[src/ncb_cfg.svh]
`ifndef NCB_CFG_SVH
`define NCB_CFG_SVH
// status lines S6..S3 in own cycles after T1
`define NCB_ST_HI 4'hB
// cycle type codes on S2..S0
`define NCB_CT_READ 3'h5
`define NCB_CT_WRITE 3'h6
`define NCB_CT_PASS 3'h7
`define NCB_CT_FETCH 3'h4
// host queue status codes
`define NCB_QS_NOP 2'h0
`define NCB_QS_FIRST 2'h1
`define NCB_QS_FLUSH 2'h2
`define NCB_QS_NEXT 2'h3
// mirrored queue lengths by host width
`define NCB_QLEN_16 4'h6
`define NCB_QLEN_8 4'h4
`define NCB_QINC_16 4'h2
`define NCB_QINC_8 4'h1
// least reset hold, in clocks
`define NCB_RESET_MIN_CLK 4
`endif

[src/ncb_pkg.sv]
`default_nettype none
package ncb_pkg;
	typedef enum logic [2:0] {
		T_IDLE, T_1, T_2, T_3, T_W, T_4
	} ncb_tst_t;

	typedef enum logic [3:0] {
		ARB_IDLE, ARB_REQ_OWN, ARB_WAIT_OWN, ARB_OWN,
		ARB_REL, ARB_DEAD, ARB_MGNT, ARB_MACK, ARB_DEAD_OWN,
		ARB_PREQ, ARB_PWAIT, ARB_PDLY, ARB_PGNT, ARB_PTEN, ARB_PREL
	} ncb_arb_t;

	typedef struct packed {
		logic        write;
		logic        last;
		logic        bhe_n;
		logic [19:0] addr;
		logic [15:0] wdata;
	} ncb_req_t;

	typedef struct packed {
		logic [15:0] ad;
		logic [15:0] ad_oe;
		logic [3:0]  ua;
		logic        hbe;
		logic [2:0]  ct;
		logic        drv;
	} ncb_pins_t;
endpackage : ncb_pkg
`default_nettype wire

[src/ncb_bus_if.sv]
`timescale 1ns/1ps
`default_nettype none
`include "ncb_cfg.svh"
// Contract
// - drive address in T1, data later; only monitor lines while host owns bus
// - lowest address line low in T1 for a low-half byte transfer
// - middle address byte stays valid T1 through T4 for an 8-bit host
// - upper lines carry address in T1, then status 1,0,1,1
// - high-byte enable in T1, status bit seven later, monitor in host cycles
// - status bit seven equals high-byte enable in own cycles
// - cycle type: read 101, write 110, passive 111, others unused
// - bus request to CPU is one clock low pulse
// - after grant start own cycle next clock or forward grant
// - release pulse to CPU one clock after last cycle or master release
// - pass-through: request +1 clock, grant +2, release +1
// - master request while owning: grant at T4/T1, float bus
// - master release pulse ends tenure, bus reclaimed afterwards
// - exchange is three pulses and one dead clock
// - decode host queue status and mirror host queue
// - interrupt on unmasked exception while interrupts enabled
// - busy while unit runs and until exception cleared
// - wait states until ready
// - reset held four clocks, abandons all activity at once
// - detect host width after reset from high-byte enable line
module ncb_bus_if (
	// clock and reset
	input  wire logic             clk_sys,
	input  wire logic             rst_n,
	// multiplexed address/data
	input  wire logic [15:0]      muxed_addr_data_lines_in,
	output logic [15:0]           muxed_addr_data_lines_out,
	output logic [15:0]           muxed_addr_data_lines_oe,
	// upper address / status
	input  wire logic [3:0]       upper_address_status_lines_in,
	output logic [3:0]            upper_address_status_lines_out,
	output logic [3:0]            upper_address_status_lines_oe,
	input  wire logic             high_byte_enable_status_in,
	output logic                  high_byte_enable_status_out,
	output logic                  high_byte_enable_status_oe,
	input  wire logic [2:0]       cycle_type_status_in,
	output logic [2:0]            cycle_type_status_out,
	output logic [2:0]            cycle_type_status_oe,
	// request/grant pins
	input  wire logic             cpu_side_request_grant_in,
	output logic                  cpu_side_request_grant_out,
	output logic                  cpu_side_request_grant_oe,
	input  wire logic             master_side_request_grant_in,
	output logic                  master_side_request_grant_out,
	output logic                  master_side_request_grant_oe,
	// host status and handshake
	input  wire logic [1:0]       host_queue_status,
	input  wire logic             ready,
	output logic                  int_req,
	output logic                  busy,
	// numeric unit memory port
	input  wire logic             req_valid,
	input  wire ncb_pkg::ncb_req_t req,
	output logic                  req_ready,
	output logic                  rsp_valid,
	output logic [15:0]           rsp_data,
	// numeric unit status
	input  wire logic             neu_running,
	input  wire logic             exc_event,
	input  wire logic             exc_clear,
	input  wire logic             int_enable,
	// queue mirror
	output logic                  host_is_16,
	output logic [3:0]            queue_count,
	output logic                  queue_first,
	output logic                  queue_next,
	output logic                  queue_flush
);

	ncb_pkg::ncb_arb_t  arb;
	ncb_pkg::ncb_arb_t  next_arb;
	ncb_pkg::ncb_tst_t  ts;
	ncb_pkg::ncb_tst_t  next_ts;
	ncb_pkg::ncb_req_t  cur;
	ncb_pkg::ncb_req_t  next_cur;
	ncb_pkg::ncb_pins_t pins;
	logic               mreq;
	logic               fin;
	logic               exc_flag;
	logic               det_done;
	logic [2:0]         ct_prev;

	// pin values for a T-state; registered one cycle ahead
	function automatic ncb_pkg::ncb_pins_t bus_pins(
		input ncb_pkg::ncb_tst_t t,
		input ncb_pkg::ncb_req_t c,
		input logic              drv,
		input logic              h16
	);
		ncb_pkg::ncb_pins_t p;
		p.ad = c.addr[15:0];
		p.ad_oe = 16'h0000;
		p.ua = c.addr[19:16];
		p.hbe = c.bhe_n;
		p.ct = `NCB_CT_PASS;
		p.drv = drv;
		if (t == ncb_pkg::T_1) begin
			p.ad_oe = 16'hFFFF;
			p.ct = c.write ? `NCB_CT_WRITE : `NCB_CT_READ;
		end else if (t != ncb_pkg::T_IDLE) begin
			p.ua = `NCB_ST_HI;
			p.ad[7:0] = c.wdata[7:0];
			// 8-bit host keeps address on the middle byte
			if (h16) begin
				p.ad[15:8] = c.wdata[15:8];
			end
			if (c.write) begin
				p.ad_oe = 16'hFFFF;
			end else begin
				p.ad_oe = h16 ? 16'h0000 : 16'hFF00;
			end
			if (t == ncb_pkg::T_2) begin
				p.ct = c.write ? `NCB_CT_WRITE : `NCB_CT_READ;
			end
		end
		if (!drv) begin
			p.ad_oe = 16'h0000;
			p.ct = `NCB_CT_PASS;
		end
		return p;
	endfunction : bus_pins

	// open-drain request/grant decode
	wire cpu_pull = (arb == ncb_pkg::ARB_REQ_OWN) || (arb == ncb_pkg::ARB_REL)
		|| (arb == ncb_pkg::ARB_PREQ) || (arb == ncb_pkg::ARB_PREL);
	wire mst_pull = (arb == ncb_pkg::ARB_MGNT) || (arb == ncb_pkg::ARB_PGNT);
	// our own pull must not look like a pulse from the far side
	wire cpu_low = !cpu_side_request_grant_in && !cpu_pull;
	wire mst_low = !master_side_request_grant_in && !mst_pull;
	wire t_free = (ts == ncb_pkg::T_IDLE);
	wire done = (ts == ncb_pkg::T_4);
	wire done_last = done && cur.last;
	wire own_now = (arb == ncb_pkg::ARB_OWN)
		|| ((arb == ncb_pkg::ARB_WAIT_OWN) && cpu_low);
	wire take = req_valid && req_ready;
	wire next_drv = (next_arb == ncb_pkg::ARB_OWN) && (next_ts != ncb_pkg::T_IDLE);

	assign req_ready = t_free && own_now && !mreq && !fin;
	assign cpu_side_request_grant_out = 1'b0;
	assign cpu_side_request_grant_oe = cpu_pull;
	assign master_side_request_grant_out = 1'b0;
	assign master_side_request_grant_oe = mst_pull;
	assign muxed_addr_data_lines_out = pins.ad;
	assign muxed_addr_data_lines_oe = pins.ad_oe;
	assign upper_address_status_lines_out = pins.ua;
	assign upper_address_status_lines_oe = {4{pins.drv}};
	assign high_byte_enable_status_out = pins.hbe;
	assign high_byte_enable_status_oe = pins.drv;
	assign cycle_type_status_out = pins.ct;
	assign cycle_type_status_oe = {3{pins.drv}};

	// T-state sequencer
	always_comb begin
		next_ts = ts;
		next_cur = cur;
		case (ts)
			ncb_pkg::T_IDLE: if (take) begin
				next_ts = ncb_pkg::T_1;
				next_cur = req;
			end
			ncb_pkg::T_1: next_ts = ncb_pkg::T_2;
			ncb_pkg::T_2: next_ts = ncb_pkg::T_3;
			ncb_pkg::T_3: next_ts = ready ? ncb_pkg::T_4 : ncb_pkg::T_W;
			ncb_pkg::T_W: next_ts = ready ? ncb_pkg::T_4 : ncb_pkg::T_W;
			ncb_pkg::T_4: next_ts = ncb_pkg::T_IDLE;
			default: next_ts = ncb_pkg::T_IDLE;
		endcase
	end

	// bus arbitration between CPU, self and attached master
	always_comb begin
		next_arb = arb;
		case (arb)
			ncb_pkg::ARB_IDLE: begin
				if (mst_low) begin
					next_arb = ncb_pkg::ARB_PREQ;
				end else if (req_valid) begin
					next_arb = ncb_pkg::ARB_REQ_OWN;
				end
			end
			ncb_pkg::ARB_REQ_OWN: next_arb = ncb_pkg::ARB_WAIT_OWN;
			ncb_pkg::ARB_WAIT_OWN: if (cpu_low) next_arb = ncb_pkg::ARB_OWN;
			ncb_pkg::ARB_OWN: begin
				if (mreq && (done || t_free)) begin
					next_arb = ncb_pkg::ARB_MGNT;
				end else if (done_last || (t_free && fin)) begin
					next_arb = ncb_pkg::ARB_REL;
				end
			end
			ncb_pkg::ARB_MGNT: next_arb = ncb_pkg::ARB_MACK;
			ncb_pkg::ARB_MACK: if (mst_low) next_arb = ncb_pkg::ARB_DEAD_OWN;
			ncb_pkg::ARB_DEAD_OWN: next_arb = ncb_pkg::ARB_OWN;
			ncb_pkg::ARB_REL: next_arb = ncb_pkg::ARB_DEAD;
			ncb_pkg::ARB_DEAD: next_arb = ncb_pkg::ARB_IDLE;
			ncb_pkg::ARB_PREQ: next_arb = ncb_pkg::ARB_PWAIT;
			ncb_pkg::ARB_PWAIT: if (cpu_low) next_arb = ncb_pkg::ARB_PDLY;
			ncb_pkg::ARB_PDLY: next_arb = ncb_pkg::ARB_PGNT;
			ncb_pkg::ARB_PGNT: next_arb = ncb_pkg::ARB_PTEN;
			ncb_pkg::ARB_PTEN: if (mst_low) next_arb = ncb_pkg::ARB_PREL;
			ncb_pkg::ARB_PREL: next_arb = ncb_pkg::ARB_DEAD;
			default: next_arb = ncb_pkg::ARB_IDLE;
		endcase
	end

	// queue mirror
	wire       qs_first = (host_queue_status == `NCB_QS_FIRST);
	wire       qs_next = (host_queue_status == `NCB_QS_NEXT);
	wire       qs_flush = (host_queue_status == `NCB_QS_FLUSH);
	wire       fetch = !pins.drv && (cycle_type_status_in == `NCB_CT_FETCH)
		&& (ct_prev == `NCB_CT_PASS);
	wire [3:0] q_inc = host_is_16 ? `NCB_QINC_16 : `NCB_QINC_8;
	wire [3:0] q_add = fetch ? q_inc : 4'h0;
	wire       q_dec = (qs_first || qs_next) && (queue_count != 4'h0);
	wire [3:0] q_sum = queue_count + q_add - {3'h0, q_dec};
	wire [3:0] q_cap = host_is_16 ? `NCB_QLEN_16 : `NCB_QLEN_8;
	wire [3:0] next_q = qs_flush ? 4'h0 : ((q_sum > q_cap) ? q_cap : q_sum);
	// set wins over clear so no exception is lost
	wire       next_exc = exc_event || (exc_flag && !exc_clear);

	// sync reset drops every activity in the same edge
	always_ff @(posedge clk_sys) begin
		if (!rst_n) begin
			arb <= ncb_pkg::ARB_IDLE;
			ts <= ncb_pkg::T_IDLE;
			cur <= '0;
			pins <= '0;
			mreq <= 1'b0;
			fin <= 1'b0;
		end else begin
			arb <= next_arb;
			ts <= next_ts;
			cur <= next_cur;
			pins <= bus_pins(next_ts, next_cur, next_drv, host_is_16);
			mreq <= (arb == ncb_pkg::ARB_OWN) && (mst_low || mreq);
			fin <= (arb != ncb_pkg::ARB_REL) && (fin || done_last);
		end
	end

	always_ff @(posedge clk_sys) begin
		if (!rst_n) begin
			rsp_valid <= 1'b0;
			rsp_data <= 16'h0000;
		end else begin
			rsp_valid <= done && !cur.write;
			if (done && !cur.write) begin
				rsp_data <= muxed_addr_data_lines_in;
			end
		end
	end

	always_ff @(posedge clk_sys) begin
		if (!rst_n) begin
			exc_flag <= 1'b0;
			busy <= 1'b0;
			int_req <= 1'b0;
		end else begin
			exc_flag <= next_exc;
			busy <= neu_running || next_exc;
			int_req <= int_enable && next_exc;
		end
	end

	always_ff @(posedge clk_sys) begin
		if (!rst_n) begin
			det_done <= 1'b0;
			host_is_16 <= 1'b0;
			queue_count <= 4'h0;
			queue_first <= 1'b0;
			queue_next <= 1'b0;
			queue_flush <= 1'b0;
			ct_prev <= `NCB_CT_PASS;
		end else begin
			det_done <= 1'b1;
			// a 16-bit host holds high-byte enable low after reset
			if (!det_done) begin
				host_is_16 <= !high_byte_enable_status_in;
			end
			queue_count <= next_q;
			queue_first <= qs_first;
			queue_next <= qs_next;
			queue_flush <= qs_flush;
			ct_prev <= cycle_type_status_in;
		end
	end
endmodule : ncb_bus_if
`default_nettype wire

[config.mk]
export PLATFORM = sky130hd
export DESIGN_NAME = ncb_bus_if
export DESIGN_NICKNAME = d
export VERILOG_FILES = /design/src/ncb_pkg.sv /design/src/ncb_bus_if.sv
export VERILOG_INCLUDE_DIRS = /design/src
export SDC_FILE = /design/constraint.sdc
export NUM_CORES = 1
export LEC_CHECK = 0
export BUFFER_PORTS_ARGS = -buffer_cell sky130_fd_sc_hd__buf_2
export CAP_MARGIN = 20
export CORE_MARGIN = 10
export CORE_UTILIZATION = 35
export DETAILED_ROUTE_END_ITERATION = 6
export GPL_TIMING_DRIVEN = 0
export SYNTH_ARGS = -nofsm -noshare
export SYNTH_HDL_FRONTEND = slang
export SYNTH_SLANG_ARGS = --single-unit
[constraint.sdc]
create_clock -name clk_sys -period 2.85 [get_ports clk_sys]
set_input_delay 0.1425 -clock clk_sys [delete_from_list [all_inputs] [get_ports clk_sys]]
set_output_delay 0.1425 -clock clk_sys [all_outputs]
set_load 0.02 [all_outputs]
## Yosys cells after proc, flatten, opt, wreduce, memory -nomap -nowiden

Index checks and enable logic that the tools add are counted.

- Multiplexer cells: 31
- Bitwise logic cells: 1
- Eq/ne operators: 27
- $lt $le $gt $ge: 1
- Reductions and logical operators: 50
- Shift-type cells: 0
- $mul: 0
- $add $sub $neg: 2
- Divide/modulo/power cells: 0

Operators by type and width:

| operator | count |
|---|---|
| 2-to-1 mux 39 bit | 2 |
| 2-to-1 mux 16 bit | 4 |
| case mux 4 bit (13 select lines) | 1 |
| 2-to-1 mux 4 bit | 10 |
| 2-to-1 mux 36 bit | 1 |
| equality test 4 bit (second input constant) | 7 |
| logical AND 1 bit | 19 |
| equality test 3 bit (second input constant) | 4 |
| equality test 4 x 2 -> 1 bit (second input constant) | 3 |
| equality test 4 x 3 -> 1 bit (second input constant) | 3 |
| logical OR 1 bit | 12 |
| 2-to-1 mux 3 bit | 4 |
| case mux 3 bit (4 select lines) | 1 |
| zero test 1 bit | 10 |
| 2-to-1 mux 2 bit | 5 |
| equality test 3 x 2 -> 1 bit (second input constant) | 3 |
| 2-to-1 mux 8 bit | 1 |
| equality test 3 x 1 -> 1 bit (second input constant) | 2 |
| OR reduction 2 bit | 3 |
| adder 4 x 2 -> 4 bit | 1 |
| equality test 2 bit (second input constant) | 2 |
| equality test 4 x 1 -> 1 bit (second input constant) | 1 |
| greater-than comparator 4 x 3 -> 1 bit | 1 |
| zero test 4 bit | 1 |
| 9 further kinds | 11 |

- Latch bits: 0
- Output and inout port bits: 80
- Word-level logic and storage cells: 138
- Bits in writable memories: 0
- Memories kept: 0
- Flip-flop bits (word level): 120
- Memory bits (read-only): 0

## Logic depth before layout (Yosys ltp)

Gate-level depths: netlist of the first run.

- Depth after elaboration: 19
- Gate-level depth with buffers: 13

## Least setup slack after synthesis of the first run

OpenSTA, ideal clock, no wires.

- Path type: register to register
- Start point: register pins, in the netlist high_byte_enable_status_oe
- End point: register queue_count[0]
- Stages on the path, launching flop included: 14
- Arrival: 2,953 ps
- Required time: 2,735 ps
- Path buffers: 0
- Library setup time: 115 ps
- Period minus slack after synthesis: 3,069 ps
- Slack: -219 ps
- Cell sequence: dfxtp_1 > nand4b_1 > nor4b_1 > nand2b_1 > ha_1 > inv_1 > ha_1 > fa_1 > inv_1 > ha_1 > nor2b_1 > o31ai_1 > mux2i_1 > and3_1

- Cells in the longest elaborated chain, start to end: 8

RTL lines:

| element | RTL line | text |
|---|---|---|
| start, declared | ncb_bus_if.sv:80 | `ncb_pkg::ncb_pins_t pins;` |
| start signal, assigned | ncb_bus_if.sv:237 | `pins <= bus_pins(next_ts, next_cur, next_drv, host_is_16);` |
| zero test 1 bit (*) | ncb_bus_if.sv:213 | `` wire fetch = !pins.drv && (cycle_type_status_in == `NCB_CT_FETCH) `` |
| logical AND 1 bit (*) (2 in series) | ncb_bus_if.sv:213 |  |
| 2-to-1 mux 2 bit (*) | ncb_bus_if.sv:216 | `wire [3:0] q_add = fetch ? q_inc : 4'h0;` |
| adder 4 x 2 -> 4 bit (*) | ncb_bus_if.sv:218 | `wire [3:0] q_sum = queue_count + q_add - {3'h0, q_dec};` |
| subtractor 4 x 1 -> 4 bit (*) | ncb_bus_if.sv:218 |  |
| greater-than comparator 4 x 3 -> 1 bit | ncb_bus_if.sv:220 | `wire [3:0] next_q = qs_flush ? 4'h0 : ((q_sum > q_cap) ? q_cap : q_sum);` |
| 2-to-1 mux 4 bit (*) | ncb_bus_if.sv:220 |  |
| end signal, assigned | ncb_bus_if.sv:282 | `queue_count <= next_q;` |
| end, declared | ncb_bus_if.sv:68 | `output logic [3:0] queue_count,` |

Every way passes the cells marked *; elsewhere a longest branch is shown, timed or not.
A chain may end at the register's enable or synchronous reset.

## Worst setup path after layout of the first run

Same ends and word-level chain as after synthesis.

==> impl_metrics.env, run 1 <==
export IMPL_detail_route_drc_violations=0
export IMPL_synth_top_cell_area_share_pct=47.5
export IMPL_synthesized_area_fraction_occupied_by_ao_oa_aoi_and_oai_cells_pct=16.5
export IMPL_drive_above_1_share_pct=29.8
export IMPL_grt_max_degree=18
export IMPL_finalWorstSetupSlack_ns=-0.115
export IMPL_synth_yosys_warnings=0
export IMPL_effective_utilization_at_floorplan_pct=35.6
export IMPL_synth_xor_xnor_area_share_pct=0.784
export IMPL_pwr_density_cell_nw_per_um2=771
export IMPL_critical_path_arrival_ns=3.20
export IMPL_floorplan_die_height_um=133
export IMPL_clock_tree_from_tritoncts="yes"
export IMPL_synth_cells=520
export IMPL_antenna_left=0
export IMPL_achievable_frequency_ghz=0.337
export IMPL_total_setup_violations_reported_at_the_end_of_the_flow=2
export IMPL_ys_async_sr_fraction_pct=0
export IMPL_wirelength_um=13200
export IMPL_yosys_top_cell_by_area="sky130_fd_sc_hd__dfxtp_1"
export IMPL_hold_path_class="primary input to register"
export IMPL_final_net_count=769
export IMPL_core_sq_um=12600
export IMPL_top_level_ports=155
export IMPL_cp_end_kind="register"
export IMPL_finalCritPeriodShare_pct=104
export IMPL_dr_vias=4056
export IMPL_stdcell_area_sq_um=5810
export IMPL_clockBufferDepth=2
export IMPL_ys_seq_elements=106
export IMPL_maxCapViolCount=0
export IMPL_power_leakage_nw=2.61
export IMPL_wire_length_of_the_first_global_routing_pass_um=20800
export IMPL_avgSynthCellArea_sq_um=8.59
export IMPL_dominant_combinational_cell_family_by_area_after_synthesis="simple AND/OR/NAND/NOR gates"
export IMPL_worst_hold_startpoint="neu_running"
export IMPL_placement_rows=41
export IMPL_worst_slew_margin_rel_pct=46.1
export IMPL_post_synth_simple_gate_area_pct=19.5
export IMPL_fp_dieW_um=133
export IMPL_area_growth_syn_to_fin_pct=30.1
export IMPL_worst_setup_hold_path_clk_slew_ns=0.07
export IMPL_worst_setup_path_startpoint="high_byte_enable_status_oe"
export IMPL_post_synth_num_cell_types=58
export IMPL_cts_sinks=106
export IMPL_fp_dieArea_sq_um=17700
export IMPL_grt_overflow=0
export IMPL_route_detailed_vias_per_inst=4.69
export IMPL_fill_cells=1236
export IMPL_synthAdderAreaFrac_pct=2.41
export IMPL_tightest_slew_ns=0.802
export IMPL_gp_congestion=0.830
export IMPL_finalCoreUtilization_pct=46.3
export IMPL_crit_chain="nand4b_1, nor4b_2, nand2b_1, ha_1, inv_1, ha_2, fa_1, inv_1, ha_1, nor2b_4, o31ai_1, mux2i_1, and3_1"
export IMPL_hold_viol_final=0
export IMPL_synth_edff_count=0
export IMPL_worstPathMaxFanout=2
export IMPL_worst_path_largest_cell_delay_ns=0.51
export IMPL_synth_flop_cell="sky130_fd_sc_hd__dfxtp_1"
export IMPL_multiInputGateArea_sq_um=1990
export IMPL_worst_setup_path_type="register to register"
export IMPL_antenna_found_initial=1
export IMPL_numCtsBuffers=9
export IMPL_synth_seq_area_share_pct=47.5
export IMPL_timing_clock_skew_ns=0.00674
export IMPL_clock_latency_ns=0.34
export IMPL_timing_critical_path_max_delay_family="adder cells"
export IMPL_drt_pass1_iterations=4
export IMPL_postPlaceCellArea_sq_um=5450
export IMPL_rsz0062_at_grt="true"
export IMPL_place_detailed_hpwl_um=10200
export IMPL_launch_point_of_the_worst_reg_to_reg_path="high_byte_enable_status_oe"
export IMPL_synth_area_top_cells="sky130_fd_sc_hd__dfxtp_1, sky130_fd_sc_hd__nand2_1, sky130_fd_sc_hd__a21oi_1"
export IMPL_startpoint_type="register"
export IMPL_h_tree_depth=3
export IMPL_finalWorstPathRequiredPeriod_ns=2.97
export IMPL_groute_usage_overall_pct=14.4
export IMPL_synth_mux_area_fraction_pct=4.48
export IMPL_buffer_ports_inserted=148
export IMPL_fin_tns_setup_ns=-0.198
export IMPL_critical_path_slowest_cell="sky130_fd_sc_hd__fa_1"
export IMPL_number_of_slew_limit_violations_in_the_final_report=0
export IMPL_drt_iter0_drc=226
export IMPL_post_synth_instance_area_sq_um=4470
export IMPL_wire_per_inst_um=15.3
export IMPL_critPathBufInv=2
export IMPL_max_vdd_ir_drop_uv=249
export IMPL_crit_required_ns=3.08
export IMPL_run_status="finished, violations left"
export IMPL_violations="negative setup slack"
export IMPL_seq_area_sq_um=2130
export IMPL_cts_root_buf="sky130_fd_sc_hd__clkbuf_16"
export IMPL_first_global_vias=4131
worst paths after layout:
| path | depth (start not counted) | endpoint | slack [ns] |
|---|---|---|---|
| max | 13 | queue_count[0] | -0.12 |
| min | 3 | busy | 0.01 |
| max reg2reg | 13 | queue_count[0] | -0.12 |
| min reg2reg | 2 | cur[21] | 0.45 |
report_power, final:
| part | internal [mW] | switching [mW] | leakage (nW) |
|---|---|---|---|
| clock network | 0.704 | 0.551 | 0.150 |
| registers | 1.64 | 0.0856 | 0.863 |
| logic | 0.602 | 0.899 | 1.59 |
cell type report:
| type | count | share of cell area (%) |
|---|---|---|
| Clock buffer | 13 | 4.84 |
| Clock inverter | 3 | 0.473 |
| Multi-Input combinational cell | 342 | 34.2 |
| Sequential cell | 106 | 36.6 |
| Buffer | 58 | 5.68 |
| Antenna cell | 1 | 0.0430 |
| Inverter | 16 | 1.03 |
| Timing Repair Buffer | 153 | 13.5 |
| Tap cell | 172 | 3.70 |
synthesized netlist by cell type, drive strengths merged, types with 2 or more instances:
library cell / number
a211oi: 9
a21boi: 5
a21o: 2
a21oi: 66
a221oi: 2
a31oi: 2
and2: 3
and3: 4
buf: 32
clkbuf: 26
dfxtp: 106
ha: 7
inv: 15
mux2i: 20
nand2: 104
nand2b: 9
nand3: 4
nand3b: 3
nand4: 2
nor2: 29
nor2b: 5
nor3: 5
nor3b: 3
nor4: 5
o211ai: 2
o21a: 2
o21ai: 15
o31a: 2
o31ai: 4
or3b: 2
or4: 3
xnor2: 4
placed cells by master, fill, tap and decap left out, types with 3 or more instances in the layout:
cell and n:
sky130_fd_sc_hd__clkbuf_16 10, sky130_fd_sc_hd__dfxtp_1 105, sky130_fd_sc_hd__buf_4 25, sky130_fd_sc_hd__o21ai_0 14, sky130_fd_sc_hd__inv_1 15, sky130_fd_sc_hd__nor3b_1 3, sky130_fd_sc_hd__clkbuf_1 27, sky130_fd_sc_hd__conb_1 3
sky130_fd_sc_hd__and2_1 3, sky130_fd_sc_hd__nand3b_1 3, sky130_fd_sc_hd__xnor2_1 4, sky130_fd_sc_hd__buf_6 3, sky130_fd_sc_hd__nor2b_1 4, sky130_fd_sc_hd__nand3_1 4, sky130_fd_sc_hd__nor4_1 3, sky130_fd_sc_hd__nand2b_1 9
sky130_fd_sc_hd__mux2i_1 20, sky130_fd_sc_hd__dlygate4sd3_1 3, sky130_fd_sc_hd__a211oi_1 9, sky130_fd_sc_hd__nor3_1 5, sky130_fd_sc_hd__buf_2 151, sky130_fd_sc_hd__and3_1 4, sky130_fd_sc_hd__a21oi_1 66, sky130_fd_sc_hd__o31ai_1 3
sky130_fd_sc_hd__nand2_1 104, sky130_fd_sc_hd__nor2_1 29, sky130_fd_sc_hd__buf_1 3, sky130_fd_sc_hd__ha_1 6, sky130_fd_sc_hd__a21boi_0 5
worst register-to-register path: cells and delay by family (launching register included):
| family | cells | cell delay (ns) |
|---|---|---|
| adder cells (fa/ha/maj) | 4 | 1.22 |
| AND/OR/NAND/NOR | 5 | 0.86 |
| flip-flops | 1 | 0.35 |
| AO/OA/AOI/OAI | 1 | 0.21 |
| multiplexers | 1 | 0.13 |
| buffers and inverters | 2 | 0.09 |
what timing repair did:
action                                  4_1_cts  5_1_grt
cloned                                        0        0
endpoints found under the setup margin        2        2
pin swaps                                     1        0
hold buffers                                  3        0
resized for setup                             1        0
setup buffers                                 2        0
hold endpoints to repair                      4        0
state kept, by name, summed over array words and instances, names as in the netlist, 2 cells and up:
register,count
cur,38
muxed_addr_data_lines_out,16
rsp_data,16
arb,4
queue_count,4
upper_address_status_lines_out,4
ct_prev,3
cycle_type_status_out,3
ts,3
muxed_addr_data_lines_oe,2
metal layers:
metal / track usage (%) / wire length (um)
met1: 17.3 / 6010
met2: 23.7 / 6070
met3: 5.07 / 938
met4: 4.16 / 158
met5: 0 / 0
stage by stage:
| stage | hold WS [ns] | setup slack, ns | power, mW | instances |
|---|---|---|---|---|
| detailed placement | 0.320 | -0.209 | 3.25 | 842 |
| global placement | 0.315 | -0.173 | 3.22 | 842 |
| global route | 0.0201 | -0.231 | 4.76 | 864 |
| floorplan | 0.170 | -0.0456 | 2.84 | 522 |
| CTS | 0.00594 | -0.120 | 4.54 | 863 |
| finish | 0.0130 | -0.115 | 4.48 | 864 |
logic make-up (layout without fill, tap and decap cells):
| logic type | after synthesis | count (layout) |
|---|---|---|
| buf+inv | 74 | 243 |
| mux | 20 | 20 |
| other cells | 1 | 4 |
| fa+ha+maj | 8 | 8 |
| xor+xnor | 4 | 4 |
| flops | 106 | 106 |
| compound gates | 121 | 121 |
| simple gates | 186 | 186 |
No activity file was read; power rests on OpenSTA's default activity.
==> inputs of run 2 (changes only) <==
--- a/config.mk
+++ b/config.mk
@@ -10,6 +10,8 @@
 export CAP_MARGIN = 20
 export CORE_MARGIN = 10
 export CORE_UTILIZATION = 35
+export CTS_BUF_LIST = sky130_fd_sc_hd__clkbuf_2
+export CTS_CLUSTER_DIAMETER = 120
 export DETAILED_ROUTE_END_ITERATION = 6
 export GPL_TIMING_DRIVEN = 0
 export SYNTH_ARGS = -nofsm -noshare
==> run 2 against run 1 <==
The flow still finishes with violations (negative setup slack); global-route usage increased by 1.4 points; worst setup slack improved by 0.013 ns; sequential power about the same; routed wire length increased by 8.1%; largest power group unchanged; sequential cell count is the same; sequential share of layout area fell by 2.8 points; utilization is 3.9 points higher.
==> impl_metrics.env, run 2 (synthesis results as in run 1) <==
export IMPL_critPathBufInv=2
export IMPL_groute_usage_overall_pct=15.8
export IMPL_grt_max_degree=18
export IMPL_drt_pass1_iterations=4
export IMPL_number_of_slew_limit_violations_in_the_final_report=0
export IMPL_mostFrequentLayoutCells="sky130_fd_sc_hd__buf_2, sky130_fd_sc_hd__dfxtp_1, sky130_fd_sc_hd__nand2_1"
export IMPL_violations="negative setup slack"
export IMPL_route_detailed_vias_per_inst=4.68
export IMPL_finalWorstSetupSlack_ns=-0.102
export IMPL_place_detailed_hpwl_um=10200
export IMPL_wire_per_inst_um=15.3
export IMPL_timing_critical_path_max_delay_family="adder cells"
export IMPL_flip_flop_count_of_the_largest_register_after_layout=38
export IMPL_first_global_vias=4481
export IMPL_buffer_ports_inserted=148
export IMPL_clock_tree_from_tritoncts="yes"
export IMPL_fin_worst_hold_slack_ns=0.0950
export IMPL_achievable_frequency_ghz=0.339
export IMPL_wire_length_of_the_first_global_routing_pass_um=22700
export IMPL_finalCritPeriodShare_pct=104
export IMPL_final_net_count=837
export IMPL_finalPower_mw=4.03
export IMPL_drive_above_1_share_pct=27.0
export IMPL_run_status="finished, violations left"
export IMPL_wirelength_um=14300
export IMPL_cts_sinks=106
export IMPL_startpoint_type="register"
export IMPL_cts_root_buf="sky130_fd_sc_hd__clkbuf_2"
export IMPL_stdcell_count=931
export IMPL_max_flop_register="cur"
export IMPL_h_tree_depth=3
export IMPL_num_antenna_cells=0
export IMPL_top_level_ports=155
export IMPL_area_growth_syn_to_fin_pct=40.9
export IMPL_max_vdd_ir_drop_uv=256
export IMPL_drt_iter0_drc=187
export IMPL_fp_dieW_um=133
export IMPL_critical_path_arrival_ns=3.50
export IMPL_cp_end_kind="register"
export IMPL_placed_cells_incl_taps=842
export IMPL_finalWorstPathRequiredPeriod_ns=2.95
export IMPL_gp_congestion=0.830
export IMPL_tightest_slew_ns=0.833
export IMPL_critical_path_slowest_cell="sky130_fd_sc_hd__fa_1"
export IMPL_hold_path_class="primary input to register"
export IMPL_clock_latency_ns=0.61
export IMPL_pwr_density_cell_nw_per_um2=640
export IMPL_antenna_left=0
export IMPL_worst_path_largest_cell_delay_ns=0.51
export IMPL_floorplan_die_height_um=133
export IMPL_clockBufferDepth=2
export IMPL_worst_setup_path_type="register to register"
export IMPL_antenna_found_initial=0
export IMPL_crit_required_ns=3.40
export IMPL_worstPathMaxFanout=2
export IMPL_timing_clock_skew_ns=0.0338
export IMPL_effective_utilization_at_floorplan_pct=35.6
export IMPL_dp_worst_setup_slack_ns=-0.209
export IMPL_fp_dieArea_sq_um=17700
export IMPL_detail_route_drc_violations=0
export IMPL_hold_viol_final=0
export IMPL_core_sq_um=12600
export IMPL_maxCapViolCount=0
export IMPL_worst_setup_hold_path_clk_slew_ns=0.28
export IMPL_worst_slew_margin_rel_pct=44.0
export IMPL_placement_rows=41
export IMPL_rsz0062_at_grt="true"
export IMPL_crit_chain="nand4b_1, nor4b_2, nand2b_1, ha_1, inv_1, ha_2, fa_1, inv_1, ha_1, nor2b_4, o31ai_1, mux2i_1, and3_1"
export IMPL_finalCoreUtilization_pct=50.1
export IMPL_power_leakage_nw=2.81
export IMPL_total_setup_violations_reported_at_the_end_of_the_flow=2
export IMPL_mostFrequentLayoutCell="sky130_fd_sc_hd__buf_2"
export IMPL_numCtsBuffers=9
export IMPL_grt_overflow=0
export IMPL_dr_vias=4359
run 2: cell types whose count changed in the layout (fill, tap and decap cells not counted), sizes merged:
cell	previous run	this run
clkbuf	39	36
diode	1	0
clkinv	1	3
bufinv	0	1
dlygate4sd3	3	71
run 2: repair_timing:
| item | 4_1_cts | 5_1_grt |
|---|---|---|
| endpoints found under the setup margin | 2 | 2 |
| pin swaps | 1 | 0 |
| setup buffers | 2 | 0 |
| endpoints found under the hold margin | 98 | 0 |
| gates resized for setup | 1 | 0 |
| hold buffers | 71 | 0 |
run 2: path summary, 6_finish.rpt:
check / start / to / slack [ns] / depth (start not counted)
min: cpu_side_request_grant_in / arb[0] / 0.09 / 5
max: high_byte_enable_status_oe / queue_count[0] / -0.10 / 13
max reg2reg: high_byte_enable_status_oe / queue_count[0] / -0.10 / 13
min reg2reg: cur[21] / cur[21] / 0.47 / 2
run 2: per-stage QoR:
step | TNS (ns) | area (sq um)
after CTS | -0.174 | 6300
final | -0.164 | 6300
after global placement | -0.307 | 5450
after floorplan | -0.0525 | 4500
after global routing | -0.476 | 6300
after detailed placement | -0.387 | 5450
run 2: final cells by class:
class / instances / area, sq um
repair buffers: 221 / 1470
flip-flops and latches: 106 / 2130
plain buffers: 58 / 330
fillers: 1179 / 6270
multi-input cells: 342 / 1990
clock inverters: 6 / 65.1
clock buffers: 10 / 50.0
inverters: 16 / 60.1
well taps: 172 / 215
run 2: worst reg2reg max path: cells and delay by family (launching register included):
family,cells,cell delay (ns)
fa+ha+maj,4,1.22
simple gates,5,0.86
buf+inv,2,0.09
flops,1,0.40
compound gates,1,0.21
mux,1,0.13
run 2: power breakdown:
group | total, mW | internal [mW] | switching (mW)
Sequential | 1.73 | 1.65 | 0.0874
Combinational | 1.59 | 0.664 | 0.921
Clock | 0.712 | 0.210 | 0.502
run 2: metal layers:
layer  GRT usage (%)  wire [um]
met1            17.9       6240
met2            27.4       6900
met3            5.41        948
met4            4.71        163
met5               0          0
==> inputs of run 3 (changes only) <==
==> constraint.sdc (replaced) <==
create_clock -name clk_sys -period 3.4 [get_ports clk_sys]
set_input_delay 0.17 -clock clk_sys [delete_from_list [all_inputs] [get_ports clk_sys]]
set_output_delay 0.17 -clock clk_sys [all_outputs]
set_load 0.02 [all_outputs]
==> run 3 against run 2 <==
The flow now finishes without violations; critical path depth is the same; utilization fell by 0.21 points; worst setup slack better by 0.31 ns; final area down 0.42%; die area did not move; via count grew 1.4%; combinational power fell by 18%; clock-buffer cell count fell by 1; sequential power down 16%; global-route usage rose by 0.054 points; clock skew shrank 0.0064 ns; clock power is 15% lower; highest routed layer unchanged.
==> impl_metrics.env, run 3 (synthesis results as in run 1) <==
export IMPL_run_status="completed"
export IMPL_grt_max_degree=19
export IMPL_launch_point_of_the_worst_reg_to_reg_path="high_byte_enable_status_oe"
export IMPL_pwr_density_cell_nw_per_um2=536
export IMPL_wirelength_um=14400
export IMPL_mostFrequentLayoutCell="sky130_fd_sc_hd__buf_2"
export IMPL_timing_clock_skew_ns=0.0274
export IMPL_worstPathMaxFanout=9
export IMPL_first_global_vias=4477
export IMPL_fp_dieArea_sq_um=17700
export IMPL_core_sq_um=12600
export IMPL_multiInputGateArea_sq_um=1970
export IMPL_final_net_count=835
export IMPL_numCtsBuffers=9
export IMPL_grt_overflow=0
export IMPL_path_common_cell="sky130_fd_sc_hd__ha_1"
export IMPL_min_to="cur[19]"
export IMPL_critical_path_arrival_ns=3.72
export IMPL_timing_critical_path_max_delay_family="adder cells"
export IMPL_detail_route_drc_violations=0
export IMPL_worst_slew_margin_rel_pct=43.5
export IMPL_grt_util_met3_pct=5.30
export IMPL_cts_setup_buffers=0
export IMPL_maxCapViolCount=0
export IMPL_effective_utilization_at_floorplan_pct=35.6
export IMPL_route_detailed_vias_per_inst=4.76
export IMPL_dr_vias=4419
export IMPL_worst_hold_startpoint="req_valid"
export IMPL_fp_dieW_um=133
export IMPL_busiest_layer="met2"
export IMPL_total_setup_violations_reported_at_the_end_of_the_flow=0
export IMPL_critical_path_slowest_cell="sky130_fd_sc_hd__fa_1"
export IMPL_wire_per_inst_um=15.5
export IMPL_finalWorstPathRequiredPeriod_ns=3.19
export IMPL_place_detailed_hpwl_um=10500
export IMPL_top_level_ports=155
export IMPL_flip_flop_count_of_the_largest_register_after_layout=38
export IMPL_finalCritPeriodShare_pct=94.0
export IMPL_tightest_slew_ns=0.841
export IMPL_seq_area_sq_um=2120
export IMPL_max_vdd_ir_drop_uv=201
export IMPL_antenna_found_initial=0
export IMPL_clock_latency_ns=0.61
export IMPL_rrSetupSlack_ns=0.21
export IMPL_hold_path_class="primary input to register"
export IMPL_power_leakage_nw=2.80
export IMPL_grt_met2_usage_pct=26.7
export IMPL_worst_r2r_cell_count=13
export IMPL_antenna_left=0
export IMPL_hold_path_depth=5
export IMPL_buffer_ports_inserted=148
export IMPL_hold_viol_final=0
export IMPL_number_of_slew_limit_violations_in_the_final_report=0
export IMPL_gp_congestion=0.839
export IMPL_postPlaceCellArea_sq_um=5430
export IMPL_num_antenna_cells=0
export IMPL_max_flop_register="cur"
export IMPL_stdcell_area_sq_um=6270
export IMPL_rsz0062_at_grt="false"
export IMPL_cp_end_kind="register"
export IMPL_fill_cells=1170
export IMPL_drive_above_1_share_pct=26.7
export IMPL_groute_usage_overall_pct=15.9
export IMPL_crit_required_ns=3.92
export IMPL_h_tree_depth=3
export IMPL_cts_root_buf="sky130_fd_sc_hd__clkbuf_2"
export IMPL_drt_iter0_drc=249
export IMPL_drt_pass1_iterations=4
export IMPL_cts_sinks=106
export IMPL_startpoint_type="register"
export IMPL_achievable_frequency_ghz=0.313
export IMPL_clock_tree_from_tritoncts="yes"
export IMPL_area_growth_syn_to_fin_pct=40.3
export IMPL_clockBufferDepth=2
export IMPL_worst_path_largest_cell_delay_ns=0.52
export IMPL_placement_rows=41
export IMPL_critPathBufInv=2
export IMPL_worst_setup_hold_path_clk_slew_ns=0.28
export IMPL_r2r_end="queue_count[0]"
export IMPL_crit_chain="nand4b_1, nor4b_2, nand2b_1, ha_1, inv_1, ha_1, fa_1, inv_1, ha_1, nor2b_1, o31ai_1, mux2i_1, and3_1"
export IMPL_gr_usage_met1_pct=19.1
export IMPL_mostFrequentLayoutCells="sky130_fd_sc_hd__buf_2, sky130_fd_sc_hd__dfxtp_1, sky130_fd_sc_hd__nand2_1"
export IMPL_fin_tns_setup_ns=0
export IMPL_wire_length_of_the_first_global_routing_pass_um=23000
export IMPL_floorplan_die_height_um=133
export IMPL_worst_setup_path_type="register to register"
run 3: what timing repair did:
action,in CTS,in global routing
hold buffers,71,0
gates resized for setup,0,2
hold endpoints to repair,96,0
endpoints found under the setup margin,0,2
run 3: worst reg2reg max path: cells and delay by family (launching register included):
| kind | cells | cell delay, ns |
|---|---|---|
| and+or+nand+nor | 5 | 0.96 |
| AOI/OAI and AO/OA | 1 | 0.24 |
| adders and majority gates | 4 | 1.23 |
| muxes | 1 | 0.15 |
| DFF | 1 | 0.44 |
| buffers and inverters | 2 | 0.09 |
run 3: area by class of cell:
type | instances | area share (%)
buffer | 58 | 5.27
clock buffer | 9 | 0.718
clock inverter | 7 | 1.22
inverter | 16 | 0.958
multi-input combinational | 342 | 31.4
sequential | 106 | 33.9
tap | 172 | 3.43
timing repair buffer | 219 | 23.1
run 3: stage by stage:
| step | total power [mW] | util [%] | setup WS, ns | cells | hold WS [ns] |
|---|---|---|---|---|---|
| finish | 3.36 | 49.9 | 0.206 | 929 | 0.146 |
| global route | 3.59 | 49.9 | 0.00463 | 929 | 0.101 |
| CTS | 3.39 | 49.8 | 0.0138 | 929 | 0.110 |
| detailed placement | 2.72 | 43.2 | 0.0514 | 842 | 0.344 |
| global placement | 2.68 | 43.2 | 0.165 | 842 | 0.339 |
| floorplan | 2.36 | - | 0.331 | 522 | 0.198 |
run 3: worst max path at each step:
| stage | startpoint | to | slack (ns) | depth (start not counted) |
|---|---|---|---|---|
| 3_3_place_gp | high_byte_enable_status_oe | queue_count[0] | 0.16 | 13 |
| 6_report | high_byte_enable_status_oe | queue_count[0] | 0.21 | 13 |
| 5_1_grt | high_byte_enable_status_oe | queue_count[1] | 0.005 | 13 |
| 4_1_cts | high_byte_enable_status_oe | queue_count[0] | 0.01 | 13 |
| 3_5_place_dp | high_byte_enable_status_oe | queue_count[0] | 0.05 | 13 |
| 2_1_floorplan | high_byte_enable_status_oe | queue_count[0] | 0.33 | 13 |
run 3: power by group:
group | total (mW) | internal, mW | switching (mW) | leakage, nW
combinational | 1.30 | 0.537 | 0.766 | 1.86
sequential | 1.46 | 1.38 | 0.0757 | 0.863
clock | 0.607 | 0.178 | 0.428 | 0.0746
run 3: routing by layer:
| layer | part of all wire, % | vias up |
|---|---|---|
| li1 | - | 2201 |
| met1 | 43 | 2059 |
| met2 | 49 | 145 |
| met3 | 7.4 | 14 |
| met4 | 1.1 | 0 |
| met5 | 0 | - |
